===== config.mk =====
export PLATFORM = sky130hd
export DESIGN_NAME = mqpc_top
export DESIGN_NICKNAME = d
export VERILOG_FILES = /design/src/inc/mqpc_pkg.sv /design/src/inc/mqpc_cnt_if.sv /design/src/rtl/mqpc_top.sv /design/src/rtl/mqpc_entry_counter.sv
export SDC_FILE = /design/constraint.sdc
export NUM_CORES = 1
export LEC_CHECK = 0
export BUFFER_PORTS_ARGS = -buffer_cell sky130_fd_sc_hd__buf_2
export CORE_ASPECT_RATIO = 1.5
export CORE_MARGIN = 2
export CORE_UTILIZATION = 40
export CTS_BUF_LIST = sky130_fd_sc_hd__clkbuf_8
export CTS_CLUSTER_SIZE = 14
export DETAILED_ROUTE_END_ITERATION = 16
export PLACE_DENSITY_LB_ADDON = 0.05
export SYNTH_ARGS = -nofsm -noshare
export SYNTH_HDL_FRONTEND = slang
export SYNTH_HIERARCHICAL = 1
export SYNTH_SLANG_ARGS = --single-unit

===== constraint.sdc =====
create_clock -name i_mclk -period 4.4 [get_ports i_mclk]
set_input_delay 0.22 -clock i_mclk [delete_from_list [all_inputs] [get_ports i_mclk]]
set_output_delay 0.22 -clock i_mclk [all_outputs]
set_load 0.1 [all_outputs]

===== src/inc/mqpc_pkg.sv =====
// Constants for the message queue pointer and counter slice.
// Assumes dword-aligned byte addresses on both register ports.
package mqpc_pkg;

    // ****************************************
    // Register and queue port offsets
    // ****************************************
    localparam int ADDR_W = 8;
    localparam logic [7:0] OFF_IN_QUEUE = 8'h40;
    localparam logic [7:0] OFF_OUT_QUEUE = 8'h44;
    localparam logic [7:0] OFF_OUT_FREE_TAIL = 8'h50;
    localparam logic [7:0] OFF_OUT_POST_HEAD = 8'h54;
    localparam logic [7:0] OFF_IN_POST_CNT = 8'h58;
    localparam logic [7:0] OFF_IN_FREE_CNT = 8'h5c;

    // ****************************************
    // Field layout
    // ****************************************
    localparam int DATA_W = 32;
    localparam int PTR_LSB = 2;
    localparam int PTR_W = 30;
    localparam int CNT_W = 16;
    localparam int LOAD_BIT = 31;
    localparam int NUM_CNT = 2;
    localparam int CNT_IN_POST = 0;
    localparam int CNT_IN_FREE = 1;

    // ****************************************
    // Values after reset
    // ****************************************
    localparam logic [29:0] PTR_RST_VAL = 30'h0000_0000;
    localparam logic [15:0] CNT_RST_VAL = 16'h0000;
    localparam logic [31:0] RDATA_RST_VAL = 32'h0000_0000;

endpackage : mqpc_pkg


===== src/inc/mqpc_cnt_if.sv =====
// Control and readback of one entry counter.
// Driven by the queue slice top, served by one counter instance.
interface mqpc_cnt_if #(
    parameter int WIDTH = 16
);
    logic load;
    logic [WIDTH-1:0] load_val;
    logic inc;
    logic dec;
    logic [WIDTH-1:0] count;

    // Side that decides the updates
    modport ctl (
        output load,
        output load_val,
        output inc,
        output dec,
        input count
    );

    // Side that holds the count
    modport cnt (
        input load,
        input load_val,
        input inc,
        input dec,
        output count
    );
endinterface : mqpc_cnt_if


===== src/rtl/mqpc_top.sv =====
// Outbound list pointers and inbound list entry counters.
// Assumes primary and secondary register ports sampled on i_mclk,
// one-cycle strobes, and list regions sized outside this block.

module mqpc_top #(
    parameter int CNT_W = mqpc_pkg::CNT_W
) (
    // Clock and reset
    input wire logic i_mclk,
    input wire logic i_rst,
    // Primary register port
    input wire logic i_pri_wr,
    input wire logic i_pri_rd,
    input wire logic [7:0] i_pri_addr,
    input wire logic [31:0] i_pri_wdata,
    output logic [31:0] o_pri_rdata,
    output logic o_pri_rvalid,
    // Secondary register port
    input wire logic i_sec_wr,
    input wire logic i_sec_rd,
    input wire logic [7:0] i_sec_addr,
    input wire logic [31:0] i_sec_wdata,
    output logic [31:0] o_sec_rdata,
    output logic o_sec_rvalid,
    // List region bounds, dword addresses
    input wire logic [29:0] i_out_free_base,
    input wire logic [29:0] i_out_free_last,
    input wire logic [29:0] i_out_post_base,
    input wire logic [29:0] i_out_post_last
);

    // ****************************************
    // State
    // ****************************************
    typedef struct packed {
        logic [29:0] out_free_tail;
        logic [29:0] out_post_head;
        logic [31:0] pri_rdata;
        logic pri_rvalid;
        logic [31:0] sec_rdata;
        logic sec_rvalid;
    } mqpc_state_t;

    mqpc_state_t st_r;
    mqpc_state_t st_nxt;

    // ****************************************
    // Decode helpers
    // ****************************************
    function automatic logic mqpc_hit(input logic [7:0] addr, input logic [7:0] off);
        return addr == off;
    endfunction

    function automatic logic [29:0] mqpc_advance(input logic [29:0] ptr,
            input logic [29:0] base, input logic [29:0] last);
        logic [29:0] res;
        res = ptr + 30'h0000_0001;
        if (ptr == last) begin
            res = base;
        end
        return res;
    endfunction

    logic [CNT_W-1:0] cnt_val [mqpc_pkg::NUM_CNT];

    function automatic logic [31:0] mqpc_read(input logic [7:0] addr,
            input logic [29:0] tail, input logic [29:0] head,
            input logic [CNT_W-1:0] post_cnt, input logic [CNT_W-1:0] free_cnt);
        logic [31:0] res;
        res = 32'h0000_0000;
        unique case (addr)
            mqpc_pkg::OFF_OUT_FREE_TAIL: res = {tail, 2'h0};
            mqpc_pkg::OFF_OUT_POST_HEAD: res = {head, 2'h0};
            mqpc_pkg::OFF_IN_POST_CNT: res = {16'h0000, 16'(post_cnt)};
            mqpc_pkg::OFF_IN_FREE_CNT: res = {16'h0000, 16'(free_cnt)};
            default: res = 32'h0000_0000;
        endcase
        return res;
    endfunction

    // ****************************************
    // Access decode
    // ****************************************
    logic pri_in_q_wr;
    logic pri_in_q_rd;
    logic pri_out_q_wr;
    logic pri_out_q_rd;
    logic sec_post_cnt_wr;
    logic sec_free_cnt_wr;
    logic sec_load;

    assign pri_in_q_wr = i_pri_wr && mqpc_hit(i_pri_addr, mqpc_pkg::OFF_IN_QUEUE);
    assign pri_in_q_rd = i_pri_rd && mqpc_hit(i_pri_addr, mqpc_pkg::OFF_IN_QUEUE);
    assign pri_out_q_wr = i_pri_wr && mqpc_hit(i_pri_addr, mqpc_pkg::OFF_OUT_QUEUE);
    assign pri_out_q_rd = i_pri_rd && mqpc_hit(i_pri_addr, mqpc_pkg::OFF_OUT_QUEUE);
    assign sec_post_cnt_wr = i_sec_wr && mqpc_hit(i_sec_addr, mqpc_pkg::OFF_IN_POST_CNT);
    assign sec_free_cnt_wr = i_sec_wr && mqpc_hit(i_sec_addr, mqpc_pkg::OFF_IN_FREE_CNT);
    assign sec_load = i_sec_wdata[mqpc_pkg::LOAD_BIT];

    // ****************************************
    // Entry counters
    // ****************************************
    logic [mqpc_pkg::NUM_CNT-1:0] c_load;
    logic [mqpc_pkg::NUM_CNT-1:0] c_inc;
    logic [mqpc_pkg::NUM_CNT-1:0] c_dec;

    assign c_load[mqpc_pkg::CNT_IN_POST] = sec_post_cnt_wr && sec_load;
    assign c_inc[mqpc_pkg::CNT_IN_POST] = pri_in_q_wr;
    assign c_dec[mqpc_pkg::CNT_IN_POST] = sec_post_cnt_wr && !sec_load;
    assign c_load[mqpc_pkg::CNT_IN_FREE] = sec_free_cnt_wr && sec_load;
    assign c_inc[mqpc_pkg::CNT_IN_FREE] = sec_free_cnt_wr && !sec_load;
    assign c_dec[mqpc_pkg::CNT_IN_FREE] = pri_in_q_rd;

    genvar gi;
    generate
        for (gi = 0; gi < mqpc_pkg::NUM_CNT; gi++) begin : g_cnt
            mqpc_cnt_if #(.WIDTH(CNT_W)) cnt_bus ();

            assign cnt_bus.load = c_load[gi];
            assign cnt_bus.load_val = i_sec_wdata[CNT_W-1:0];
            assign cnt_bus.inc = c_inc[gi];
            assign cnt_bus.dec = c_dec[gi];
            assign cnt_val[gi] = cnt_bus.count;

            mqpc_entry_counter #(
                .WIDTH(CNT_W),
                .FLOOR_AT_ZERO(gi == mqpc_pkg::CNT_IN_FREE)
            ) u_cnt (
                .i_mclk(i_mclk),
                .i_rst(i_rst),
                .cnt_io(cnt_bus.cnt)
            );
        end
    endgenerate

    // ****************************************
    // Pointers and read data
    // ****************************************
    always_comb begin
        st_nxt = st_r;
        if (pri_out_q_wr) begin
            st_nxt.out_free_tail = mqpc_advance(st_r.out_free_tail, i_out_free_base,
                i_out_free_last);
        end
        if (pri_out_q_rd) begin
            st_nxt.out_post_head = mqpc_advance(st_r.out_post_head, i_out_post_base,
                i_out_post_last);
        end
        if (i_sec_wr && mqpc_hit(i_sec_addr, mqpc_pkg::OFF_OUT_FREE_TAIL)) begin
            st_nxt.out_free_tail = i_sec_wdata[31:mqpc_pkg::PTR_LSB];
        end
        if (i_pri_wr && mqpc_hit(i_pri_addr, mqpc_pkg::OFF_OUT_FREE_TAIL)) begin
            st_nxt.out_free_tail = i_pri_wdata[31:mqpc_pkg::PTR_LSB];
        end
        if (i_sec_wr && mqpc_hit(i_sec_addr, mqpc_pkg::OFF_OUT_POST_HEAD)) begin
            st_nxt.out_post_head = i_sec_wdata[31:mqpc_pkg::PTR_LSB];
        end
        if (i_pri_wr && mqpc_hit(i_pri_addr, mqpc_pkg::OFF_OUT_POST_HEAD)) begin
            st_nxt.out_post_head = i_pri_wdata[31:mqpc_pkg::PTR_LSB];
        end
        st_nxt.pri_rvalid = i_pri_rd;
        st_nxt.sec_rvalid = i_sec_rd;
        st_nxt.pri_rdata = mqpc_pkg::RDATA_RST_VAL;
        st_nxt.sec_rdata = mqpc_pkg::RDATA_RST_VAL;
        if (i_pri_rd) begin
            st_nxt.pri_rdata = mqpc_read(i_pri_addr, st_r.out_free_tail, st_r.out_post_head,
                cnt_val[mqpc_pkg::CNT_IN_POST], cnt_val[mqpc_pkg::CNT_IN_FREE]);
        end
        if (i_sec_rd) begin
            st_nxt.sec_rdata = mqpc_read(i_sec_addr, st_r.out_free_tail, st_r.out_post_head,
                cnt_val[mqpc_pkg::CNT_IN_POST], cnt_val[mqpc_pkg::CNT_IN_FREE]);
        end
    end

    always_ff @(posedge i_mclk) begin
        if (i_rst) begin
            st_r.out_free_tail <= mqpc_pkg::PTR_RST_VAL;
            st_r.out_post_head <= mqpc_pkg::PTR_RST_VAL;
            st_r.pri_rdata <= mqpc_pkg::RDATA_RST_VAL;
            st_r.pri_rvalid <= 1'b0;
            st_r.sec_rdata <= mqpc_pkg::RDATA_RST_VAL;
            st_r.sec_rvalid <= 1'b0;
        end else begin
            st_r <= st_nxt;
        end
    end

    assign o_pri_rdata = st_r.pri_rdata;
    assign o_pri_rvalid = st_r.pri_rvalid;
    assign o_sec_rdata = st_r.sec_rdata;
    assign o_sec_rvalid = st_r.sec_rvalid;
endmodule // mqpc_top


===== src/rtl/mqpc_entry_counter.sv =====
// One list entry counter with load, increment and decrement.
// Assumes control strobes synchronous to i_mclk, one cycle each.
module mqpc_entry_counter #(
    parameter int WIDTH = 16,
    parameter bit FLOOR_AT_ZERO = 1'b0
) (
    // Clock and reset
    input wire logic i_mclk,
    input wire logic i_rst,
    // Counter control
    mqpc_cnt_if.cnt cnt_io
);

    // ****************************************
    // State
    // ****************************************
    typedef struct packed {
        logic [WIDTH-1:0] count;
    } mqpc_cnt_state_t;

    mqpc_cnt_state_t st_r;
    mqpc_cnt_state_t st_nxt;
    logic dec_ok;

    assign dec_ok = cnt_io.dec && !(FLOOR_AT_ZERO && (st_r.count == '0));

    // ****************************************
    // Next count
    // ****************************************
    always_comb begin
        st_nxt = st_r;
        if (cnt_io.load) begin
            st_nxt.count = cnt_io.load_val;
        end else if (cnt_io.inc && !dec_ok) begin
            st_nxt.count = st_r.count + WIDTH'(1);
        end else if (!cnt_io.inc && dec_ok) begin
            st_nxt.count = st_r.count - WIDTH'(1);
        end
    end

    always_ff @(posedge i_mclk) begin
        if (i_rst) begin
            st_r.count <= WIDTH'(mqpc_pkg::CNT_RST_VAL);
        end else begin
            st_r <= st_nxt;
        end
    end

    assign cnt_io.count = st_r.count;
endmodule // mqpc_entry_counter


# Word-level counts from Yosys, hierarchy flattened
# Cells that the tools add are included.
dict set report word_totals {
  reg_bits 158
  latch_bits 0
  ramBits 0
  rom_bits 0
  wordCells 76
  n_memories 0
}
dict set report classes {
  add_sub_neg 6
  mul 0
  div_mod_pow 0
  order_cmp 0
  n_eq_ne 12
  shifts 0
  muxes 16
  bitwise 2
  reduce_logical 32
}
# cell n
set op_table {}
lappend op_table {{$pmux W32 S4} 2}
lappend op_table {{$mux W30} 8}
lappend op_table {{$mux W16} 6}
lappend op_table {{$eq A8 B7 Y1 const B} 10}
lappend op_table {{$add A30 B1 Y30 const B} 2}
lappend op_table {{$eq A30 B30 Y1} 2}
lappend op_table {{$add A16 B1 Y16 const B} 2}
lappend op_table {{$sub A16 B1 Y16 const B} 2}
lappend op_table {{$logic_and A1 B1 Y1} 19}
lappend op_table {{$logic_not A16 Y1} 1}
lappend op_table {{$reduce_bool A3 Y1} 4}
lappend op_table {{$logic_not A1 Y1} 6}
lappend op_table {{$reduce_or A2 Y1} 2}
lappend op_table {{$not A1 Y1} 2}

# Depth between registers and ports, before layout
dict set report logic_depth {
  depth_word 8
  mapped_depth 14
  mapped_depth_nobuf 13
}

# By module
# The synthesis kept the hierarchy.
# mod n_inst cells_each area_per_inst_um2
set by_module_without_submodules {}
lappend by_module_without_submodules {mqpc_top 1 1120 9196.3}
lappend by_module_without_submodules {{mqpc_entry_counter (g_cnt[1].u_cnt)} 1 199 1575.3}
lappend by_module_without_submodules {{mqpc_entry_counter (g_cnt[0].u_cnt)} 1 206 1539.0}

# Worst setup path after synthesis
# Ideal clock, no wire load.
dict set report synth_timing {
  path_type {input to register}
  startpoint {input i_sec_addr[7]}
  endpoint {register, netlist name g_cnt[0].u_cnt/cnt_io.count[10]}
  t_arrival_ps 3455
  required_time_ps 4284
  slack_ps 829
  path_stages 14
  path_cell_list {nor4b_1 and2_1 clkbuf_1 nand2_1 nor4b_1 inv_1 ha_1 inv_1 ha_1 nor2b_1 o31a_1 o2111ai_1 nand3_1 a31o_2}
}
dict set report synth_between {
  elab_chain_len 7
  word_cells_on_any_way 10
  cone_classes {eq/ne: 1; mux: 2; reduce/logical: 7}
}
# element line_no
set synth_lines {}
lappend synth_lines {{start: declaration} mqpc_top.sv:21} ;# input wire logic [7:0] i_sec_addr,
lappend synth_lines {{$eq A8 B7 Y1 *} mqpc_top.sv:51} ;# return addr == off;
lappend synth_lines {{$logic_and A1 B1 Y1 *} mqpc_top.sv:96} ;# assign sec_post_cnt_wr = i_sec_wr && mqpc_hit(i_sec_addr, mqpc_pkg::OFF_IN_POST_CNT);
lappend synth_lines {{$logic_and A1 B1 Y1 *} mqpc_top.sv:109} ;# assign c_dec[mqpc_pkg::CNT_IN_POST] = sec_post_cnt_wr && !sec_load;
lappend synth_lines {{via g_cnt[0].cnt_bus.dec} mqpc_cnt_if.sv:9} ;# logic dec;
lappend synth_lines {{$logic_not A1 Y1} mqpc_entry_counter.sv:34} ;# end else if (cnt_io.inc && !dec_ok) begin
lappend synth_lines {{$logic_and A1 B1 Y1} mqpc_entry_counter.sv:34}
lappend synth_lines {{$mux W16} mqpc_entry_counter.sv:34}
lappend synth_lines {{$mux W16} mqpc_entry_counter.sv:32} ;# if (cnt_io.load) begin
# The timed path passes the listed nets; every way through them passes the cells marked *.
# A chain may end at the register's enable or synchronous reset.

# Worst setup path in the final report
dict set report layout_timing {
  startpoint {input i_sec_addr[7]}
  endpoint {register, netlist name g_cnt[1].u_cnt/cnt_io.count[15]}
}
dict set report layout_between {
  elab_chain_len 6
  word_cells_on_any_way 10
  cone_classes {eq/ne: 1; mux: 2; reduce/logical: 7}
}
# element line_no
set layout_lines {}
lappend layout_lines {{$eq A8 B7 Y1 *} mqpc_top.sv:51}
lappend layout_lines {{$logic_and A1 B1 Y1 *} mqpc_top.sv:97} ;# assign sec_free_cnt_wr = i_sec_wr && mqpc_hit(i_sec_addr, mqpc_pkg::OFF_IN_FREE_CNT);
lappend layout_lines {{$logic_and A1 B1 Y1 *} mqpc_top.sv:111} ;# assign c_inc[mqpc_pkg::CNT_IN_FREE] = sec_free_cnt_wr && !sec_load;
lappend layout_lines {{via g_cnt[1].cnt_bus.inc} mqpc_cnt_if.sv:8} ;# logic inc;
lappend layout_lines {{$logic_and A1 B1 Y1 / $logic_not A1 Y1 (equally long branches)} {mqpc_entry_counter.sv:34, mqpc_entry_counter.sv:36}}
lappend layout_lines {{$mux W16 / $logic_and A1 B1 Y1 (equally long branches)} {mqpc_entry_counter.sv:34, mqpc_entry_counter.sv:36}}
lappend layout_lines {{$mux W16 / $reduce_bool A3 Y1 (equally long branches)} --}
# Marks and branches as above.

==> reports/results.md <==
### Logic synthesis
* 0 — number of synthesized flops with an enable pin
* 6 — synthesis warning total
* sky130_fd_sc_hd__dfxtp_1, sky130_fd_sc_hd__mux4_2, sky130_fd_sc_hd__xnor2_1 — Area contributors post-synth
* sky130_fd_sc_hd__dfxtp_1 — most frequently used cell type in the post-synthesis netlist
* 158 — register bit total from synthesis
* 25.69% — proportion of synthesized chip area in sequential cells
* sky130_fd_sc_hd__dfxtp_1, sky130_fd_sc_hd__nor2_1, sky130_fd_sc_hd__clkbuf_1, sky130_fd_sc_hd__nand2_1, sky130_fd_sc_hd__o21ai_0 — top cells by count, synth
* sky130_fd_sc_hd__dfxtp_1 — Most used DFF post-synth
* 81 — number of different library cells in the post-synthesis netlist
* 8.072 µm² — mean post-synth cell area
* 1525 — Synth Instances
* 0% — fraction of registers with async set or reset after synthesis
* sky130_fd_sc_hd__dfxtp_1 — post-synth top area cell
* 0.01231 mm² — post-synth design cell area
* 1769 — nets in the synthesized netlist
* 25.69% — fraction of post-synthesis cell area in the top cell type by area

### Timing
* 23.63 ps — post-route clock skew
* 3399 ps — final critical delay including setup and external delays
* false — RSZ-0062 raised after global routing
* 1001 ps — final worst-path setup slack
* 77.24% — share of the cycle needed by the critical path after routing
* 294.2 MHz — maximum achievable frequency
* 1087 ps — transition time at the pin with the least slew margin
* 0 — final number of hold-violating endpoints
* 0 — count of final setup violators
* 0 — total count of max-transition violations in the final report
* 27.28% — worst rel slew slack
* 0 ps — TNS Setup

### Power
* 216.0 mW/mm² — Pwr per Cell Area
* 0.005998 µW — reported leakage power
* 194.1 µV — Max IR drop VDD

### Hold path
* 3 — number of cells traversed by the worst hold path
* st_r[90]$_SDFFE_PP0P_ — endpoint of the worst hold-timing path
* i_out_post_base[24] — beginning of the worst hold path
* input pin to register — Hold Path Class

### Run
* 0 — number of violations of the max-capacitance limit

### Critical path
* input pin — kind of launch point of the worst setup path
* 1030 ps — R2R setup slack
* 12 — largest fanout on the critical path
* g_cnt[1].u_cnt/cnt_io.count[7]$_SDFFE_PP0P_ — Critical R2R Launch
* input pin to register — category of the most critical setup path
* 3750 ps — Worst Path Arrival
* g_cnt[1].u_cnt/cnt_io.count[15]$_SDFFE_PP0P_ — reg-to-reg endpoint
* 12 — number of cells on the worst reg-to-reg path
* register — endpoint type of the worst setup path
* 4750 ps — critical path required time

### Clock network
* 510 ps — clock latency of the later-clocked register in the worst-skew pair
* 90 ps — clock-pin slew of the registers on the worst-case setup and hold paths
* 0 — Resized cells post-CTS
* 17 — cts bufs inserted
* sky130_fd_sc_hd__clkbuf_8 — root buffer selected by CTS
* 2 — worst-case clock buffer depth
* 158 — sinks on the clock net
* 4 — number of H-tree branching levels
* yes — CTS tree

### Cells and area
* 1908 — number of nets in the finished design
* 23.61% — layout cells sized above 1
* 13.86% — relative area change from synthesis to final layout

### Floorplan
* 147.2 µm — die width
* 0.03025 mm² — placeable core region
* 272 — IO Pins
* 40.69% — Starting Density
* 218.9 µm — die extent in y
* 78 — number of core rows
* 0.03222 mm² — full die area

### Global route
* 0 — GR Overflow Total
* 12690 — number of global-route vias before repair
* 78420 µm — global-route wire length before repair
* 70 — maximum number of pins on one net before global-route repair
* 33.05% — total global-route track usage
* 7 — initial antenna violation count

### Place
* 556.5 ps — worst-case setup slack after placement
* 42150 µm — sum of net half-perimeters after detailed placement
* 269 — port bufs
* 0.9821 — gp weighted congestion

### Routing
* 25.93 µm — per-cell routed wire length
* 6.037 — post-detailed-route via-to-cell ratio
* 862 — first-iteration detailed-routing DRC count
* 0 — Residual DRC
* 54070 µm — Detailed Route WL
* 12590 — number of vias in the routed layout
* 0 — number of routed nets with antenna violations
* 5 — drt first pass iters

### Run status
* finished, final reports clean — outcome

worst max-delay path: stages:
cell and delay, ps:
sky130_fd_sc_hd__buf_2 110, sky130_fd_sc_hd__nor4b_1 290, sky130_fd_sc_hd__buf_4 190, sky130_fd_sc_hd__and2_1 220
sky130_fd_sc_hd__nand2_1 110, sky130_fd_sc_hd__nor4b_1 340, sky130_fd_sc_hd__ha_1 240, sky130_fd_sc_hd__inv_1 260
sky130_fd_sc_hd__ha_1 440, sky130_fd_sc_hd__a21oi_1 320, sky130_fd_sc_hd__o211ai_2 190, sky130_fd_sc_hd__a31oi_1 380
sky130_fd_sc_hd__a21oi_1 150, sky130_fd_sc_hd__xnor2_1 190, sky130_fd_sc_hd__o22ai_1 90
placed cells by master, fill, tap and decap left out, types with 11 or more instances in the layout:
| master | n |
|---|---|
| sky130_fd_sc_hd__a21oi_1 | 83 |
| sky130_fd_sc_hd__a21o_1 | 31 |
| sky130_fd_sc_hd__clkbuf_8 | 17 |
| sky130_fd_sc_hd__buf_4 | 32 |
| sky130_fd_sc_hd__buf_2 | 269 |
| sky130_fd_sc_hd__a31oi_1 | 16 |
| sky130_fd_sc_hd__nor2b_1 | 13 |
| sky130_fd_sc_hd__mux2i_1 | 60 |
| sky130_fd_sc_hd__a211oi_1 | 11 |
| sky130_fd_sc_hd__nand4_1 | 38 |
| sky130_fd_sc_hd__nor2_1 | 144 |
| sky130_fd_sc_hd__nand2_1 | 98 |
| sky130_fd_sc_hd__nor3_1 | 26 |
| sky130_fd_sc_hd__mux4_2 | 28 |
| sky130_fd_sc_hd__o21ai_0 | 84 |
| sky130_fd_sc_hd__and3_1 | 40 |
| sky130_fd_sc_hd__a22oi_1 | 17 |
| sky130_fd_sc_hd__dlygate4sd3_1 | 17 |
| sky130_fd_sc_hd__inv_1 | 27 |
| sky130_fd_sc_hd__o22ai_1 | 33 |
| sky130_fd_sc_hd__nor4_1 | 18 |
| sky130_fd_sc_hd__xnor2_1 | 71 |
| sky130_fd_sc_hd__ha_1 | 36 |
| sky130_fd_sc_hd__xor2_1 | 58 |
| sky130_fd_sc_hd__nand3_1 | 40 |
| sky130_fd_sc_hd__o211ai_1 | 12 |
| sky130_fd_sc_hd__dfxtp_1 | 158 |
registers in the layout, summed over array words and instances (netlist names):
| register | flops |
|---|---|
| st_r | 60 |
| g_cnt.u_cnt/cnt_io.count | 32 |
| o_pri_rdata | 32 |
| o_sec_rdata | 32 |
| o_pri_rvalid | 1 |
| o_sec_rvalid | 1 |
area by class of cell:
type	instances	area [µm²]
tap	400	500.5
fill	3212	16240
inverter	27	101.3
sequential	158	3163
multi-input combinational	1142	8041
antenna	8	20.02
clock inverter	15	200.2
timing repair buffer	318	1757
clock buffer	17	234.0
how the worst max path moves through the flow:
| stage | startpoint | endpoint | slack, ps | depth (start not counted) |
|---|---|---|---|---|
| after floorplan | i_sec_addr[7] | g_cnt[0].u_cnt/cnt_io.count[10]$_SDFFE_PP0P_ | 830 | 14 |
| after global placement | i_sec_addr[7] | g_cnt[1].u_cnt/cnt_io.count[15]$_SDFFE_PP0P_ | 600 | 15 |
| after detailed placement | i_sec_addr[7] | g_cnt[1].u_cnt/cnt_io.count[15]$_SDFFE_PP0P_ | 560 | 15 |
| after CTS | g_cnt[1].u_cnt/cnt_io.count[7]$_SDFFE_PP0P_ | g_cnt[1].u_cnt/cnt_io.count[15]$_SDFFE_PP0P_ | 1040 | 12 |
| after global routing | i_sec_addr[7] | g_cnt[1].u_cnt/cnt_io.count[15]$_SDFFE_PP0P_ | 760 | 15 |
| final | i_sec_addr[7] | g_cnt[1].u_cnt/cnt_io.count[15]$_SDFFE_PP0P_ | 1000 | 15 |
per-stage QoR:
step           instance area [µm²]  cells  hold slack (ps)  util (%)  power, µW
6_report                     14020   2085            22.58     46.33       3028
4_1_cts                      14000   2077           0.5339     46.27       3042
5_1_grt                      14000   2079            19.27     46.28       3109
3_3_place_gp                 13390   2028            467.0     44.27       1809
2_1_floorplan                12310   1525            340.9         -       1612
3_5_place_dp                 13390   2028            479.0     44.27       1810
logic make-up (layout without fill, tap and decap cells):
logic type / Yosys count / count (layout) / synth area share, %
buf+inv: 225 / 377 / 9.198
compound gates: 396 / 396 / 21.56
xor+xnor: 129 / 129 / 9.178
flops: 158 / 158 / 25.69
fa+ha+maj: 38 / 38 / 3.984
other cells: 0 / 8 / 0
mux: 88 / 88 / 10.00
simple gates: 491 / 491 / 20.39
power breakdown:
| part | internal (µW) | switching [µW] | total (µW) |
|---|---|---|---|
| Sequential | 1430 | 10.9 | 1440 |
| Combinational | 143 | 207 | 350 |
| Clock | 581 | 653 | 1230 |
| Total | 2160 | 871 | 3030 |
layer usage:
| layer | vias up | routed length (µm) | track usage [%] |
|---|---|---|---|
| li1 | 5786 | - | - |
| met1 | 6100 | 18750 | 33.75 |
| met2 | 519 | 28070 | 60.78 |
| met3 | 183 | 2970 | 5.759 |
| met4 | 0 | 4275 | 23.11 |
| met5 | - | 0 | 0 |
what timing repair did:
| action | CTS | global route |
|---|---|---|
| hold buffers | 17 | 0 |
| endpoints found under the hold margin | 19 | 0 |
| buffers inserted | 0 | 0 |
(Power assumes the default switching activity.)
